--- src/verilog/fss_map.svh ---
// Register map, field layout, reset values and codes of the field selector
`ifndef FSS_MAP_SVH
`define FSS_MAP_SVH

`define FSS_ADDR_CYCLE_LEN   8'h2A
`define FSS_ADDR_SEL_LOW     8'h2B
`define FSS_ADDR_SEL_HIGH    8'h2C
`define FSS_ADDR_STATUS      8'h2D
`define FSS_ADDR_UPD_LOW     8'hB4
`define FSS_ADDR_UPD_HIGH    8'hB5

`define FSS_VDUPD_LOW_VAL    16'h03FF
`define FSS_VDUPD_HIGH_VAL   16'hFC00

`define FSS_RST_CYCLE_LEN    3'h1
`define FSS_RST_SEL_LOW      25'h0000000
`define FSS_RST_SEL_HIGH     10'h000
`define FSS_RST_UPD          16'h0000

`define FSS_ENTRY_W          5
`define FSS_SYNC_APPLY_EDGES 2'h2

`endif

--- src/verilog/fss_pkg.sv ---
// Types shared by the field selector files
package fss_pkg;

  typedef enum logic [2:0] {
    LVL_HIGH,
    LVL_MIDDLE,
    LVL_LOW,
    LVL_MID_MINUS,
    LVL_LOWEST
  } fss_level_e;

  typedef struct packed {
    logic        en;
    logic [7:0]  addr;
    logic [24:0] data;
  } fss_wr_s;

  typedef struct packed {
    logic [2:0][12:0] bound;
    logic [3:0][4:0]  seq;
  } fss_regions_s;

endpackage

--- src/verilog/fss_top.sv ---
// Field sequence selector with driver level decode
`timescale 1ns/1ns
`include "fss_map.svh"
module fss_top
  import fss_pkg::*;
(
  // Clock and reset
  input  wire logic   clk_sys,
  input  wire logic   rst,
  // Register write port
  input  wire fss_wr_s reg_wr,
  // Register read port
  input  wire logic   reg_rd_en,
  input  wire logic [7:0] reg_rd_addr,
  output logic [24:0] reg_rd_data,
  // Vertical sync pin
  input  wire logic   vertical_sync,
  // Line timing and region data of the active field
  input  wire logic   line_strobe,
  input  wire fss_regions_s field_regions,
  // Field selection
  output logic [2:0]  field_step,
  output logic [4:0]  active_field_sel,
  output logic [1:0]  region_index,
  output logic [4:0]  region_sequence_select,
  // Driver inputs, channels 8 to 15
  input  wire logic [7:0] vdrv_in,
  input  wire logic   substrate_pulse_in,
  input  wire logic   substrate_level_ctrl_in,
  // Driver level codes
  output fss_level_e [7:0] vdrv_level,
  output fss_level_e  substrate_clock_out
);

  logic        sync_s1_reg;
  logic        sync_s2_reg;
  logic        sync_s3_reg;
  logic        sync_fall;
  logic [2:0]  len_sh_reg;
  logic [24:0] sel_low_sh_reg;
  logic [9:0]  sel_high_sh_reg;
  logic [2:0]  len_reg;
  logic [24:0] sel_low_reg;
  logic [9:0]  sel_high_reg;
  logic [15:0] upd_low_reg;
  logic [15:0] upd_high_reg;
  logic        sync_mode;
  logic [1:0]  pend_reg;
  logic        restart_pend_reg;
  logic        wr_len;
  logic        wr_low;
  logic        wr_high;
  logic        mode_wr;
  logic        sck_wr;
  logic        apply_sync;
  logic        restart_now;
  logic [2:0]  len_eff;
  logic        step_last;
  logic [2:0]  step_reg;
  logic [34:0] entries;
  logic [12:0] line_reg;
  logic [1:0]  region_idx;

  // Vertical sync synchroniser and falling edge
  always_ff @(posedge clk_sys or posedge rst) begin
    if (rst) begin
      sync_s1_reg <= 1'b1;
      sync_s2_reg <= 1'b1;
      sync_s3_reg <= 1'b1;
    end else begin
      sync_s1_reg <= vertical_sync;
      sync_s2_reg <= sync_s1_reg;
      sync_s3_reg <= sync_s2_reg;
    end
  end

  assign sync_fall = sync_s3_reg & ~sync_s2_reg;

  // Write decode
  assign wr_len  = reg_wr.en && reg_wr.addr == `FSS_ADDR_CYCLE_LEN;
  assign wr_low  = reg_wr.en && reg_wr.addr == `FSS_ADDR_SEL_LOW;
  assign wr_high = reg_wr.en && reg_wr.addr == `FSS_ADDR_SEL_HIGH;
  assign mode_wr = wr_len | wr_low | wr_high;
  assign sync_mode = upd_low_reg == `FSS_VDUPD_LOW_VAL
                  && upd_high_reg == `FSS_VDUPD_HIGH_VAL;
  assign sck_wr  = mode_wr & ~sync_mode;
  assign apply_sync = sync_mode && sync_fall && pend_reg == 2'h1;
  assign restart_now = (wr_high & ~sync_mode)
                    | (apply_sync & restart_pend_reg);

  // Update-mode control words
  always_ff @(posedge clk_sys or posedge rst) begin
    if (rst) begin
      upd_low_reg  <= `FSS_RST_UPD;
      upd_high_reg <= `FSS_RST_UPD;
    end else begin
      if (reg_wr.en && reg_wr.addr == `FSS_ADDR_UPD_LOW) begin
        upd_low_reg <= reg_wr.data[15:0];
      end
      if (reg_wr.en && reg_wr.addr == `FSS_ADDR_UPD_HIGH) begin
        upd_high_reg <= reg_wr.data[15:0];
      end
    end
  end

  // Written values, as software sees them
  always_ff @(posedge clk_sys or posedge rst) begin
    if (rst) begin
      len_sh_reg      <= `FSS_RST_CYCLE_LEN;
      sel_low_sh_reg  <= `FSS_RST_SEL_LOW;
      sel_high_sh_reg <= `FSS_RST_SEL_HIGH;
    end else begin
      if (wr_len) begin
        len_sh_reg <= reg_wr.data[2:0];
      end
      if (wr_low) begin
        sel_low_sh_reg <= reg_wr.data;
      end
      if (wr_high) begin
        sel_high_sh_reg <= reg_wr.data[9:0];
      end
    end
  end

  // Values in force, taken at the write or at the second sync edge
  always_ff @(posedge clk_sys or posedge rst) begin
    if (rst) begin
      len_reg      <= `FSS_RST_CYCLE_LEN;
      sel_low_reg  <= `FSS_RST_SEL_LOW;
      sel_high_reg <= `FSS_RST_SEL_HIGH;
    end else if (apply_sync) begin
      len_reg      <= len_sh_reg;
      sel_low_reg  <= sel_low_sh_reg;
      sel_high_reg <= sel_high_sh_reg;
    end else begin
      if (wr_len & ~sync_mode) begin
        len_reg <= reg_wr.data[2:0];
      end
      if (wr_low & ~sync_mode) begin
        sel_low_reg <= reg_wr.data;
      end
      if (wr_high & ~sync_mode) begin
        sel_high_reg <= reg_wr.data[9:0];
      end
    end
  end

  // Sync edges still to wait for a pending update
  always_ff @(posedge clk_sys or posedge rst) begin
    if (rst) begin
      pend_reg         <= 2'h0;
      restart_pend_reg <= 1'b0;
    end else if (mode_wr && sync_mode) begin
      pend_reg <= `FSS_SYNC_APPLY_EDGES;
      restart_pend_reg <= restart_pend_reg | wr_high;
    end else if (!sync_mode) begin
      pend_reg         <= 2'h0;
      restart_pend_reg <= 1'b0;
    end else if (sync_fall && pend_reg != 2'h0) begin
      pend_reg <= pend_reg - 2'h1;
      if (pend_reg == 2'h1) begin
        restart_pend_reg <= 1'b0;
      end
    end
  end

  // Field step counter
  assign len_eff   = (len_reg == 3'h0) ? 3'h1 : len_reg;
  assign step_last = ({1'b0, step_reg} + 4'h1) >= {1'b0, len_eff};

  always_ff @(posedge clk_sys or posedge rst) begin
    if (rst) begin
      step_reg <= 3'h0;
    end else if (restart_now) begin
      step_reg <= 3'h0;
    end else if (sync_fall) begin
      step_reg <= step_last ? 3'h0 : step_reg + 3'h1;
    end
  end

  assign entries = {sel_high_reg, sel_low_reg};

  always_ff @(posedge clk_sys or posedge rst) begin
    if (rst) begin
      field_step       <= 3'h0;
      active_field_sel <= 5'h00;
    end else begin
      field_step       <= step_reg;
      active_field_sel <= entries[6'(step_reg) * 6'h05 +: `FSS_ENTRY_W];
    end
  end

  // Line count and region of the active field
  always_ff @(posedge clk_sys or posedge rst) begin
    if (rst) begin
      line_reg <= 13'h0000;
    end else if (sync_fall) begin
      line_reg <= 13'h0000;
    end else if (line_strobe && line_reg != 13'h1FFF) begin
      line_reg <= line_reg + 13'h0001;
    end
  end

  always_comb begin
    region_idx = 2'h0;
    for (int i = 0; i < 3; i++) begin
      if (line_reg >= field_regions.bound[i]) begin
        region_idx = 2'(i + 1);
      end
    end
  end

  always_ff @(posedge clk_sys or posedge rst) begin
    if (rst) begin
      region_index           <= 2'h0;
      region_sequence_select <= 5'h00;
    end else begin
      region_index           <= region_idx;
      region_sequence_select <= field_regions.seq[region_idx];
    end
  end

  // Driver channel decoders
  for (genvar ch = 0; ch < 8; ch++) begin : g_ch
    fss_level_dec #(
      .IDLE_LEVEL (LVL_MIDDLE)
    ) u_dec (
      .clk_sys (clk_sys),
      .rst     (rst),
      .drv_in  (vdrv_in[ch]),
      .level   (vdrv_level[ch])
    );
  end

  always_ff @(posedge clk_sys or posedge rst) begin
    if (rst) begin
      substrate_clock_out <= LVL_HIGH;
    end else if (!substrate_pulse_in) begin
      substrate_clock_out <= LVL_HIGH;
    end else begin
      substrate_clock_out <= substrate_level_ctrl_in ? LVL_LOWEST
                                                     : LVL_MID_MINUS;
    end
  end

  // Register read-back
  always_ff @(posedge clk_sys or posedge rst) begin
    if (rst) begin
      reg_rd_data <= 25'h0000000;
    end else if (reg_rd_en) begin
      unique case (reg_rd_addr)
        `FSS_ADDR_CYCLE_LEN: reg_rd_data <= {22'h000000, len_sh_reg};
        `FSS_ADDR_SEL_LOW:   reg_rd_data <= sel_low_sh_reg;
        `FSS_ADDR_SEL_HIGH:  reg_rd_data <= {15'h0000, sel_high_sh_reg};
        `FSS_ADDR_UPD_LOW:   reg_rd_data <= {9'h000, upd_low_reg};
        `FSS_ADDR_UPD_HIGH:  reg_rd_data <= {9'h000, upd_high_reg};
        `FSS_ADDR_STATUS:    reg_rd_data <= {13'h0000, restart_pend_reg,
                                pend_reg, sync_mode, step_reg,
                                entries[6'(step_reg) * 6'h05 +: 5]};
        default:             reg_rd_data <= 25'h0000000;
      endcase
    end
  end
endmodule

--- src/verilog/fss_level_dec.sv ---
// Two-level vertical driver channel decoder
`timescale 1ns/1ns
`include "fss_map.svh"
module fss_level_dec
  import fss_pkg::*;
#(
  parameter fss_level_e IDLE_LEVEL = LVL_MIDDLE
) (
  // Clock and reset
  input  wire logic clk_sys,
  input  wire logic rst,
  // Channel
  input  wire logic drv_in,
  output fss_level_e level
);

  always_ff @(posedge clk_sys or posedge rst) begin
    if (rst) begin
      level <= IDLE_LEVEL;
    end else begin
      level <= drv_in ? LVL_LOW : LVL_MIDDLE;
    end
  end
endmodule

--- config.mk ---
export PLATFORM = sky130hd
export DESIGN_NAME = fss_top
export DESIGN_NICKNAME = d
export VERILOG_FILES = /design/src/verilog/fss_pkg.sv /design/src/verilog/fss_top.sv /design/src/verilog/fss_level_dec.sv
export VERILOG_INCLUDE_DIRS = /design/src /design/src/verilog
export SDC_FILE = /design/constraint.sdc
export NUM_CORES = 1
export LEC_CHECK = 0
export ABC_CLOCK_PERIOD_IN_PS = 7900
export BUFFER_PORTS_ARGS = -buffer_cell sky130_fd_sc_hd__clkbuf_2
export CORE_ASPECT_RATIO = 0.7
export CORE_MARGIN = 10
export CORE_UTILIZATION = 44
export CTS_CLUSTER_SIZE = 40
export DETAILED_ROUTE_END_ITERATION = 6
export PLACE_DENSITY = 0.67
export SLEW_MARGIN = 20
export SYNTH_ARGS = -nofsm -noshare
export SYNTH_HDL_FRONTEND = slang
export SYNTH_SLANG_ARGS = --single-unit
--- constraint.sdc ---
create_clock -name clk_sys -period 7.9 [get_ports clk_sys]
set_clock_uncertainty 0.1 [all_clocks]
set_input_delay 1.185 -clock clk_sys [delete_from_list [all_inputs] [get_ports clk_sys]]
set_output_delay 1.185 -clock clk_sys [all_outputs]
set_load 0.05 [all_outputs]
**After elaboration in Yosys (flattened, before gate mapping)**

Index checks and enable logic that the tools add are counted.

- Bits in registers: 197
- Input port bits: 116

- Add/subtract/negate cells: 4
- Multipliers: 1
- Magnitude comparators: 5
- Eq/ne operators: 17
- Shift operators: 1
- Mux-type cells: 35
- Bitwise gates (word level): 11
- Reduce and logical (&&, ||, !) cells: 19

Operators with widths:

| cell | count |
|---|---|
| $pmux 25 s6 | 1 |
| $eq 8x6->1 const B | 7 |
| $mux 25 | 2 |
| $ge 13x13->1 | 3 |
| $shiftx 35x7->5 | 1 |
| $eq 8x8->1 const B | 4 |
| $mux 13 | 2 |
| $mux 2 | 13 |
| $mux 3 | 8 |
| $mux 10 | 2 |
| $eq 16x10->1 const B | 1 |
| $eq 16x16->1 const B | 1 |
| $add 13x1->13 const B | 1 |
| $ne 13x13->1 const B | 1 |
| $reduce_bool 2->1 | 6 |
| $logic_and 1x1->1 | 11 |
| $bmux 5 s2 | 1 |
| $mul 3x3->6 const B | 1 |
| $ne 3x1->1 const B | 2 |
| $and 1x1->1 | 5 |
| $mux 1 | 5 |
| $mux 5 | 1 |
| $add 3x1->4 const B | 1 |
| $ge 4x3->1 | 1 |
| other kinds (8) | 12 |

**Depth between registers and ports, before layout**

Gate-level depths: netlist of run 1.

- Word-level depth: 7
- Mapped depth: 9

**Hierarchy**

Synthesis of run 1 repeated with hierarchy kept, for this count alone.

- Cells, all modules: 905
- Area total of the unflattened synthesis: 9587.9 sq um

Modules (own cells, without submodules):

| module | instances | cells each | area an instance (sq um) |
|---|---|---|---|
| fss_top | 1 | 857 | 9027.4 |
| fss_level_dec | 8 | 6 | 70.1 |

**Worst setup path after synthesis of run 1**

No wires, ideal clock.

- Kind: in2reg
- Start: input port field_regions[39] in the netlist's numbering
- End: register region_sequence_select[0]
- Library setup time: 0.129 ns
- Data arrival time: 2.765 ns
- Required time: 7.671 ns
- Path slack: 4.906 ns
- Stages: 9
- Cells stage by stage: inv_1 ha_1 a211oi_1 o21bai_1 a211oi_1 a2bb2oi_1 clkbuf_1 nand3b_1 o2bb2ai_1

- Word-level cells in the longest chain between the ends: 5

Ends and longest elaborated chain:

| item | line | RTL |
|---|---|---|
| from (decl) | fss_top.sv:20 | `input wire fss_regions_s field_regions,` |
| $ge 13x13->1 | fss_top.sv:207 | `if (line_reg >= field_regions.bound[i]) begin` |
| $mux 2 (2 in a row) | fss_top.sv:207 |  |
| $bmux 5 s2 | fss_top.sv:219 | `region_sequence_select <= field_regions.seq[region_idx];` |
| $mux 5 (implied by the code) | fss_top.sv:219 |  |
| to (signal assigned) | fss_top.sv:219 |  |
| to (decl) | fss_top.sv:25 | `output logic [4:0] region_sequence_select,` |

No other way between the ends. The select of a mux whose other input is x is not followed.
A chain may end at the register's enable or synchronous reset.

**Worst setup path after layout of run 1**

- Start: input port reg_wr[28] in the netlist's numbering
- End: register sel_high_reg[2]

- Word-level cells in the longest chain between the ends: 4

Ends and longest elaborated chain:

| item | line | RTL |
|---|---|---|
| from (decl) | fss_top.sv:11 | `input wire fss_wr_s reg_wr,` |
| $eq 8x6->1 (no source line) | - |  |
| $logic_and 1x1->1 (no source line) | - |  |
| $and 1x1->1 | fss_top.sv:142 | `if (wr_high & ~sync_mode) begin` |
| $reduce_bool 2->1 (no source line) | - |  |
| to (signal assigned) | fss_top.sv:130 | `` sel_high_reg <= `FSS_RST_SEL_HIGH; `` |
| to (signal assigned) | fss_top.sv:134 | `sel_high_reg <= sel_high_sh_reg;` |
| to (signal assigned) | fss_top.sv:143 | `sel_high_reg <= reg_wr.data[9:0];` |
| to (decl) | fss_top.sv:44 | `logic [9:0] sel_high_reg;` |

No other way between the ends.

==> reports/metrics.cfg, run 1 <==
[outcome]
status = finished, final reports clean

[cells_and_area]
drive_above_1_share = 0.3134
regArea_um2 = 4721
finalNetCount = 1218
multiInputGateArea_um2 = 4314
final_cells = 1351
syn2layout_area_growth_pct = 17.25
finish.utilization = 0.5211
antennaDiodeCount = 0
stdcell_area_um2 = 11240
fillers = 1963

[clocking]
ctsHoldBuffers = 0
cts-resized-gates = 0
clk_pin_slew_ns = 0.08
clock_sinks = 188
insertion_delay_ns = 0.43
cts_max_level = 4
cts.path.max_buffers = 2
root_buffer = clkbuf_16
cts_made_buffers = 17
postCtsSetupBuffers = 0
cts_tree = done

[logic_synthesis]
syn_avg_cell_area_um2 = 10.68
ys_types = 66
ys_ff_latch = 188
synth_top_area_share = 0.4569
synth_top_flop_cell = dfrtp_1
syn_area_um2 = 9584
yosysTopAreaCell = dfrtp_1
synth_seq_area_share = 0.4926
synth_warnings = 0
synth-edff-count = 0
async_flop_share = 1.000
netlist_top_cells_area = dfrtp_1, mux2_2, ha_1
synth_cells = 897

[placement]
dpl_cell_area_um2 = 10650
port_buffers = 174
post-dp-hpwl_mm = 19.29
post-place-cells = 1319
gp_congestion = 0.8703

[critical_path]
slowest_stage = a21oi_1
cp_top_family = simple AND/OR/NAND/NOR gates
cp_cell_sequence = clkbuf_2, nor3b_1, nand4b_1, a21oi_1, nor2_4, nand2_1, nand2_1
crit_type = primary input to flop
worstPathArrival_ns = 3.76
start_kind = primary input
crit_buf_inv = 1
required_ns = 8.11
cpPeakStageDelay_ns = 1.12
critPathMostFrequentCell = nand2_1
critical_path.max_fanout = 14
crit_path_end_kind = flop

[timing]
finalHoldViolCount = 0
setup_viol_count_final = 0
slew-limit-headroom = 0.2760
tightestPinTransition_ns = 1.086
rsz0062_at_grt = no
max_freq_mhz = 281.4
final.setup.tns_ns = 0
finalCritPeriodShare = 0.4498
finalMaxSlewViolations = 0
fin_hold_ws_ns = 0.2572
fin_crit_ns = 3.553

[drt]
drtPass1Iterations = 6
drt_iter0_markers = 654
drc = 0
routedWlPerCell_um = 18.98
vias_per_cell = 5.477
vias = 7399
postRouteAntennaNets = 0
routed_wl_mm = 25.64

[floorplan]
die_x_um = 196.4
die-area_um2 = 28180
die_h_um = 143.5
io_pins = 183
core_area_um2 = 21560
start_util = 0.4444
row_count = 45

[power]
power_density_nw_per_um2 = 209.1
leakage_nw = 5.720
vdd_drop_max_mv = 0.1461

[global_route]
grt_start_max_net_pins = 132
grt_pass1_vias = 7410
grt.overflow.total = 0
antenna_found_initial = 0
grt_pass1_wl_mm = 40.79
grt_use_total = 0.1806

[min_path]
hold_class = flop to flop

[job]
max_cap_violations = 0

## stage by stage
| stage | setup slack (ns) | power, W |
|---|---|---|
| 6_report | 4.347 | 0.002349 |
| 5_1_grt | 4.160 | 0.002458 |
| 4_1_cts | 4.398 | 0.002369 |
| 3_5_place_dp | 3.962 | 0.001526 |
| 3_3_place_gp | 4.088 | 0.001518 |
| 2_1_floorplan | 1.523 | 0.001386 |
## Yosys cell counts (6+ instances only)
cell,instances
o21a_1,6
nor3_1,9
nand3b_1,6
a21oi_1,26
mux2_2,77
a22oi_1,39
nor2_1,42
clkbuf_1,31
dfstp_2,13
a221o_1,6
a222oi_1,6
o2bb2ai_1,8
o22ai_1,13
ha_1,46
a211oi_1,6
o21ai_0,32
nand4_1,11
a211o_1,6
nand3_1,9
nor2b_1,7
dfrtp_1,175
buf_4,13
inv_1,85
nand2_1,108
mux2i_1,13
xor2_1,7
nand2b_1,6
## worst paths after layout
| path | from | to | slack (ns) | cells past startpoint |
|---|---|---|---|---|
| hold reg to reg | sync_s1_reg | sync_s2_reg | 0.26 | 0 |
| setup reg to reg | upd_low_reg[15] | sel_low_reg[2] | 4.66 | 7 |
| max in group asynchronous | rst | step_reg[0] | 5.52 | 3 |
| hold / removal | sync_s1_reg | sync_s2_reg | 0.26 | 0 |
| setup / recovery | reg_wr[28] | sel_high_reg[2] | 4.35 | 7 |
| min in group asynchronous | rst | substrate_clock_out[2] | 0.82 | 2 |
## area by class of cell
type / instances / share of cell area
clock buffer: 17 / 0.03786
clock inverter: 15 / 0.01347
inverter: 85 / 0.02906
multi-input combinational: 580 / 0.3839
sequential: 188 / 0.4201
tap: 282 / 0.03140
timing repair buffer: 184 / 0.08418
## cells by family after synthesis
kind of cell             synth area share
AND/OR/NAND/NOR                    0.1304
flip-flops                         0.4926
AO/OA/AOI/OAI                      0.1290
buffers and inverters             0.06175
multiplexers                       0.1158
adder cells (fa/ha/maj)           0.06005
XOR/XNOR                          0.01005
other                           0.0003913
## layer usage
layer | GRT usage | part of all wire | up-vias
li1 | - | - | 3500
met1 | 0.2677 | 0.49 | 3677
met2 | 0.2585 | 0.43 | 207
met3 | 0.04586 | 0.069 | 15
met4 | 0.03606 | 0.0069 | 0
met5 | 0 | 0 | -
## layout by cell type (no fill, tap or decap), types with 8 or more instances in the layout
master / n
a21oi_1: 26
a22oi_1: 39
buf_4: 10
clkbuf_16: 17
clkbuf_2: 174
conb_1: 8
dfrtp_1: 175
dfstp_2: 13
ha_1: 46
inv_1: 84
mux2_2: 77
mux2i_1: 13
nand2_1: 108
nand3_1: 9
nand4_1: 11
nor2_1: 41
nor3_1: 9
o21ai_0: 32
o22ai_1: 13
o2bb2ai_1: 8
## where the power goes
part	total (W)	internal (W)	switching, W
clock	0.000842	0.000422	0.000420
combinational	0.000395	0.000139	0.000256
sequential	0.00111	0.00103	0.0000841
Power figures use the tool's default switching activity.
==> run 2: changes to the inputs <==
--- a/config.mk
+++ b/config.mk
@@ -6,7 +6,7 @@
 export SDC_FILE = /design/constraint.sdc
 export NUM_CORES = 1
 export LEC_CHECK = 0
-export ABC_CLOCK_PERIOD_IN_PS = 7900
+export ABC_CLOCK_PERIOD_IN_PS = 3600
 export BUFFER_PORTS_ARGS = -buffer_cell sky130_fd_sc_hd__clkbuf_2
 export CORE_ASPECT_RATIO = 0.7
 export CORE_MARGIN = 10
==> constraint.sdc (replaced) <==
create_clock -name clk_sys -period 3.6 [get_ports clk_sys]
set_clock_uncertainty 0.1 [all_clocks]
set_input_delay 0.54 -clock clk_sys [delete_from_list [all_inputs] [get_ports clk_sys]]
set_output_delay 0.54 -clock clk_sys [all_outputs]
set_load 0.05 [all_outputs]
==> run 2 against run 1 <==
- non-clock buffer count grew 13
- worst setup slack lost 3.5 ns
- worst hold slack lost 0.24 ns
- register-to-register slack lost 3.8 ns
- combinational power grew 130%
- total power grew 130%
- first-iteration DRC count shrank 13%
- global-route usage grew 0.66 points
- critical path depth is the same
- final cell count grew 0.96%
- via count grew 0.51%
==> reports/metrics.cfg, run 2 (same netlist as run 1, synthesis figures left out) <==
[cells_and_area]
final_cells = 1364
regArea_um2 = 4721
most-common-layout-cells = dfrtp_1, clkbuf_2, nand2_1, inv_1, mux2_2
multiInputGateArea_um2 = 4304
drive_above_1_share = 0.3198
finalNetCount = 1231
fillers = 1942
antennaDiodeCount = 0
syn2layout_area_growth_pct = 19.19
final_common_cell = dfrtp_1

[job]
max_cap_violations = 0

[min_path]
hold_class = primary input to asynchronous set/reset pin

[global_route]
antenna_found_initial = 0
grt_pass1_vias = 7479
grt_pass1_wl_mm = 41.97
grt.overflow.total = 0
grt_use_total = 0.1872
grt_start_max_net_pins = 54

[clocking]
cts.path.max_buffers = 2
postCtsSetupBuffers = 0
clock_sinks = 188
cts_max_level = 4
root_buffer = clkbuf_16
insertion_delay_ns = 0.44
cts_made_buffers = 17
clk_pin_slew_ns = 0.07
cts_tree = done
ctsHoldBuffers = 0
cts-resized-gates = 0

[drt]
drtPass1Iterations = 5
vias_per_cell = 5.452
vias = 7437
postRouteAntennaNets = 0
drt_iter0_markers = 569
routed_wl_mm = 26.25
drc = 0
routedWlPerCell_um = 19.24

[critical_path]
reg2reg_slack_ns = 0.88
start_kind = flop
critical_path.max_fanout = 25
ff2ff_path_depth = 7
startpoint = upd_high_reg[0]
crit_path_end_kind = flop
slowest_stage = or4_1
critPathMostFrequentCell = nand2_1
worstPathArrival_ns = 2.93
cp_cell_sequence = or4_1, nor4_4, and4_1, buf_4, nor2_4, nand2_1, nand2_1
cpPeakStageDelay_ns = 0.58
required_ns = 3.81
r2r_start = upd_high_reg[0]
crit_type = flop to flop
r2r_end = sel_low_reg[16]

[timing]
setup_ws_ns = 0.8776
rsz0062_at_grt = no
max_freq_mhz = 367.3
finalCritPeriodShare = 0.7562
fin_hold_ws_ns = 0.01654
finalHoldViolCount = 0
final.setup.tns_ns = 0
finalMaxSlewViolations = 0
fin_crit_ns = 2.722
setup_viol_count_final = 0
tightestPinTransition_ns = 0.9507
slew-limit-headroom = 0.3662

[placement]
post-place-cells = 1331
post-dp-hpwl_mm = 19.89
gp_congestion = 0.8616
pre_cts_slack_ns = 0.9067
port_buffers = 174

[power]
power_density_nw_per_um2 = 464.8
vdd_drop_max_mv = 0.3306
leakage_nw = 5.819
finalPower_w = 0.005310

[floorplan]
core_area_um2 = 21560
row_count = 45
die_h_um = 143.5
start_util = 0.4444
die-area_um2 = 28180
io_pins = 183
die_x_um = 196.4

[outcome]
status = finished, final reports clean

[run 2: worst max-delay path by stage]
stage / to / slack (ns) / cells past startpoint
floorplan: active_field_sel[0] / 0.55 / 1
global placement: sel_low_reg[3] / 0.99 / 7
detailed placement: sel_low_reg[1] / 0.91 / 7
CTS: sel_low_reg[16] / 0.87 / 7
global route: sel_low_reg[16] / 0.76 / 7
finish: sel_low_reg[16] / 0.88 / 7
[run 2: cell type report]
| type | count | share of cell area |
|---|---|---|
| flip-flops and latches | 188 | 0.4133 |
| repair buffers | 197 | 0.09573 |
| clock buffers | 17 | 0.03724 |
| well taps | 282 | 0.03089 |
| inverters | 85 | 0.02826 |
| multi-input cells | 580 | 0.3768 |
| clock inverters | 15 | 0.01785 |
[run 2: worst max-delay path, delay by kind of cell, from the launching register on]
kind          cells  cell delay, ns
buf+inv           1            0.27
flops             1            0.40
simple gates      6            1.82
[run 2: power breakdown]
part / switching [W] / total (W) / internal (W)
combinational: 0.000568 / 0.000891 / 0.000323
sequential: 0.000172 / 0.00243 / 0.00226
clock: 0.000925 / 0.00199 / 0.00107
[run 2: stage by stage]
step / utilization / area (um2)
detailed placement: 0.4996 / 10770
finish: 0.5297 / 11420
global route: 0.5297 / 11420
CTS: 0.5288 / 11400
floorplan: - / 9614
global placement: 0.4996 / 10770
[run 2: layer usage]
metal  vias up  wire, um  GRT usage  share of wire
met3        13      1692    0.04888          0.064
met1      3676     13150     0.2779           0.50
met4         0       177    0.03846         0.0067
met2       234     11230     0.2660           0.43
li1       3514         -          -              -
met5         -         0          0              0
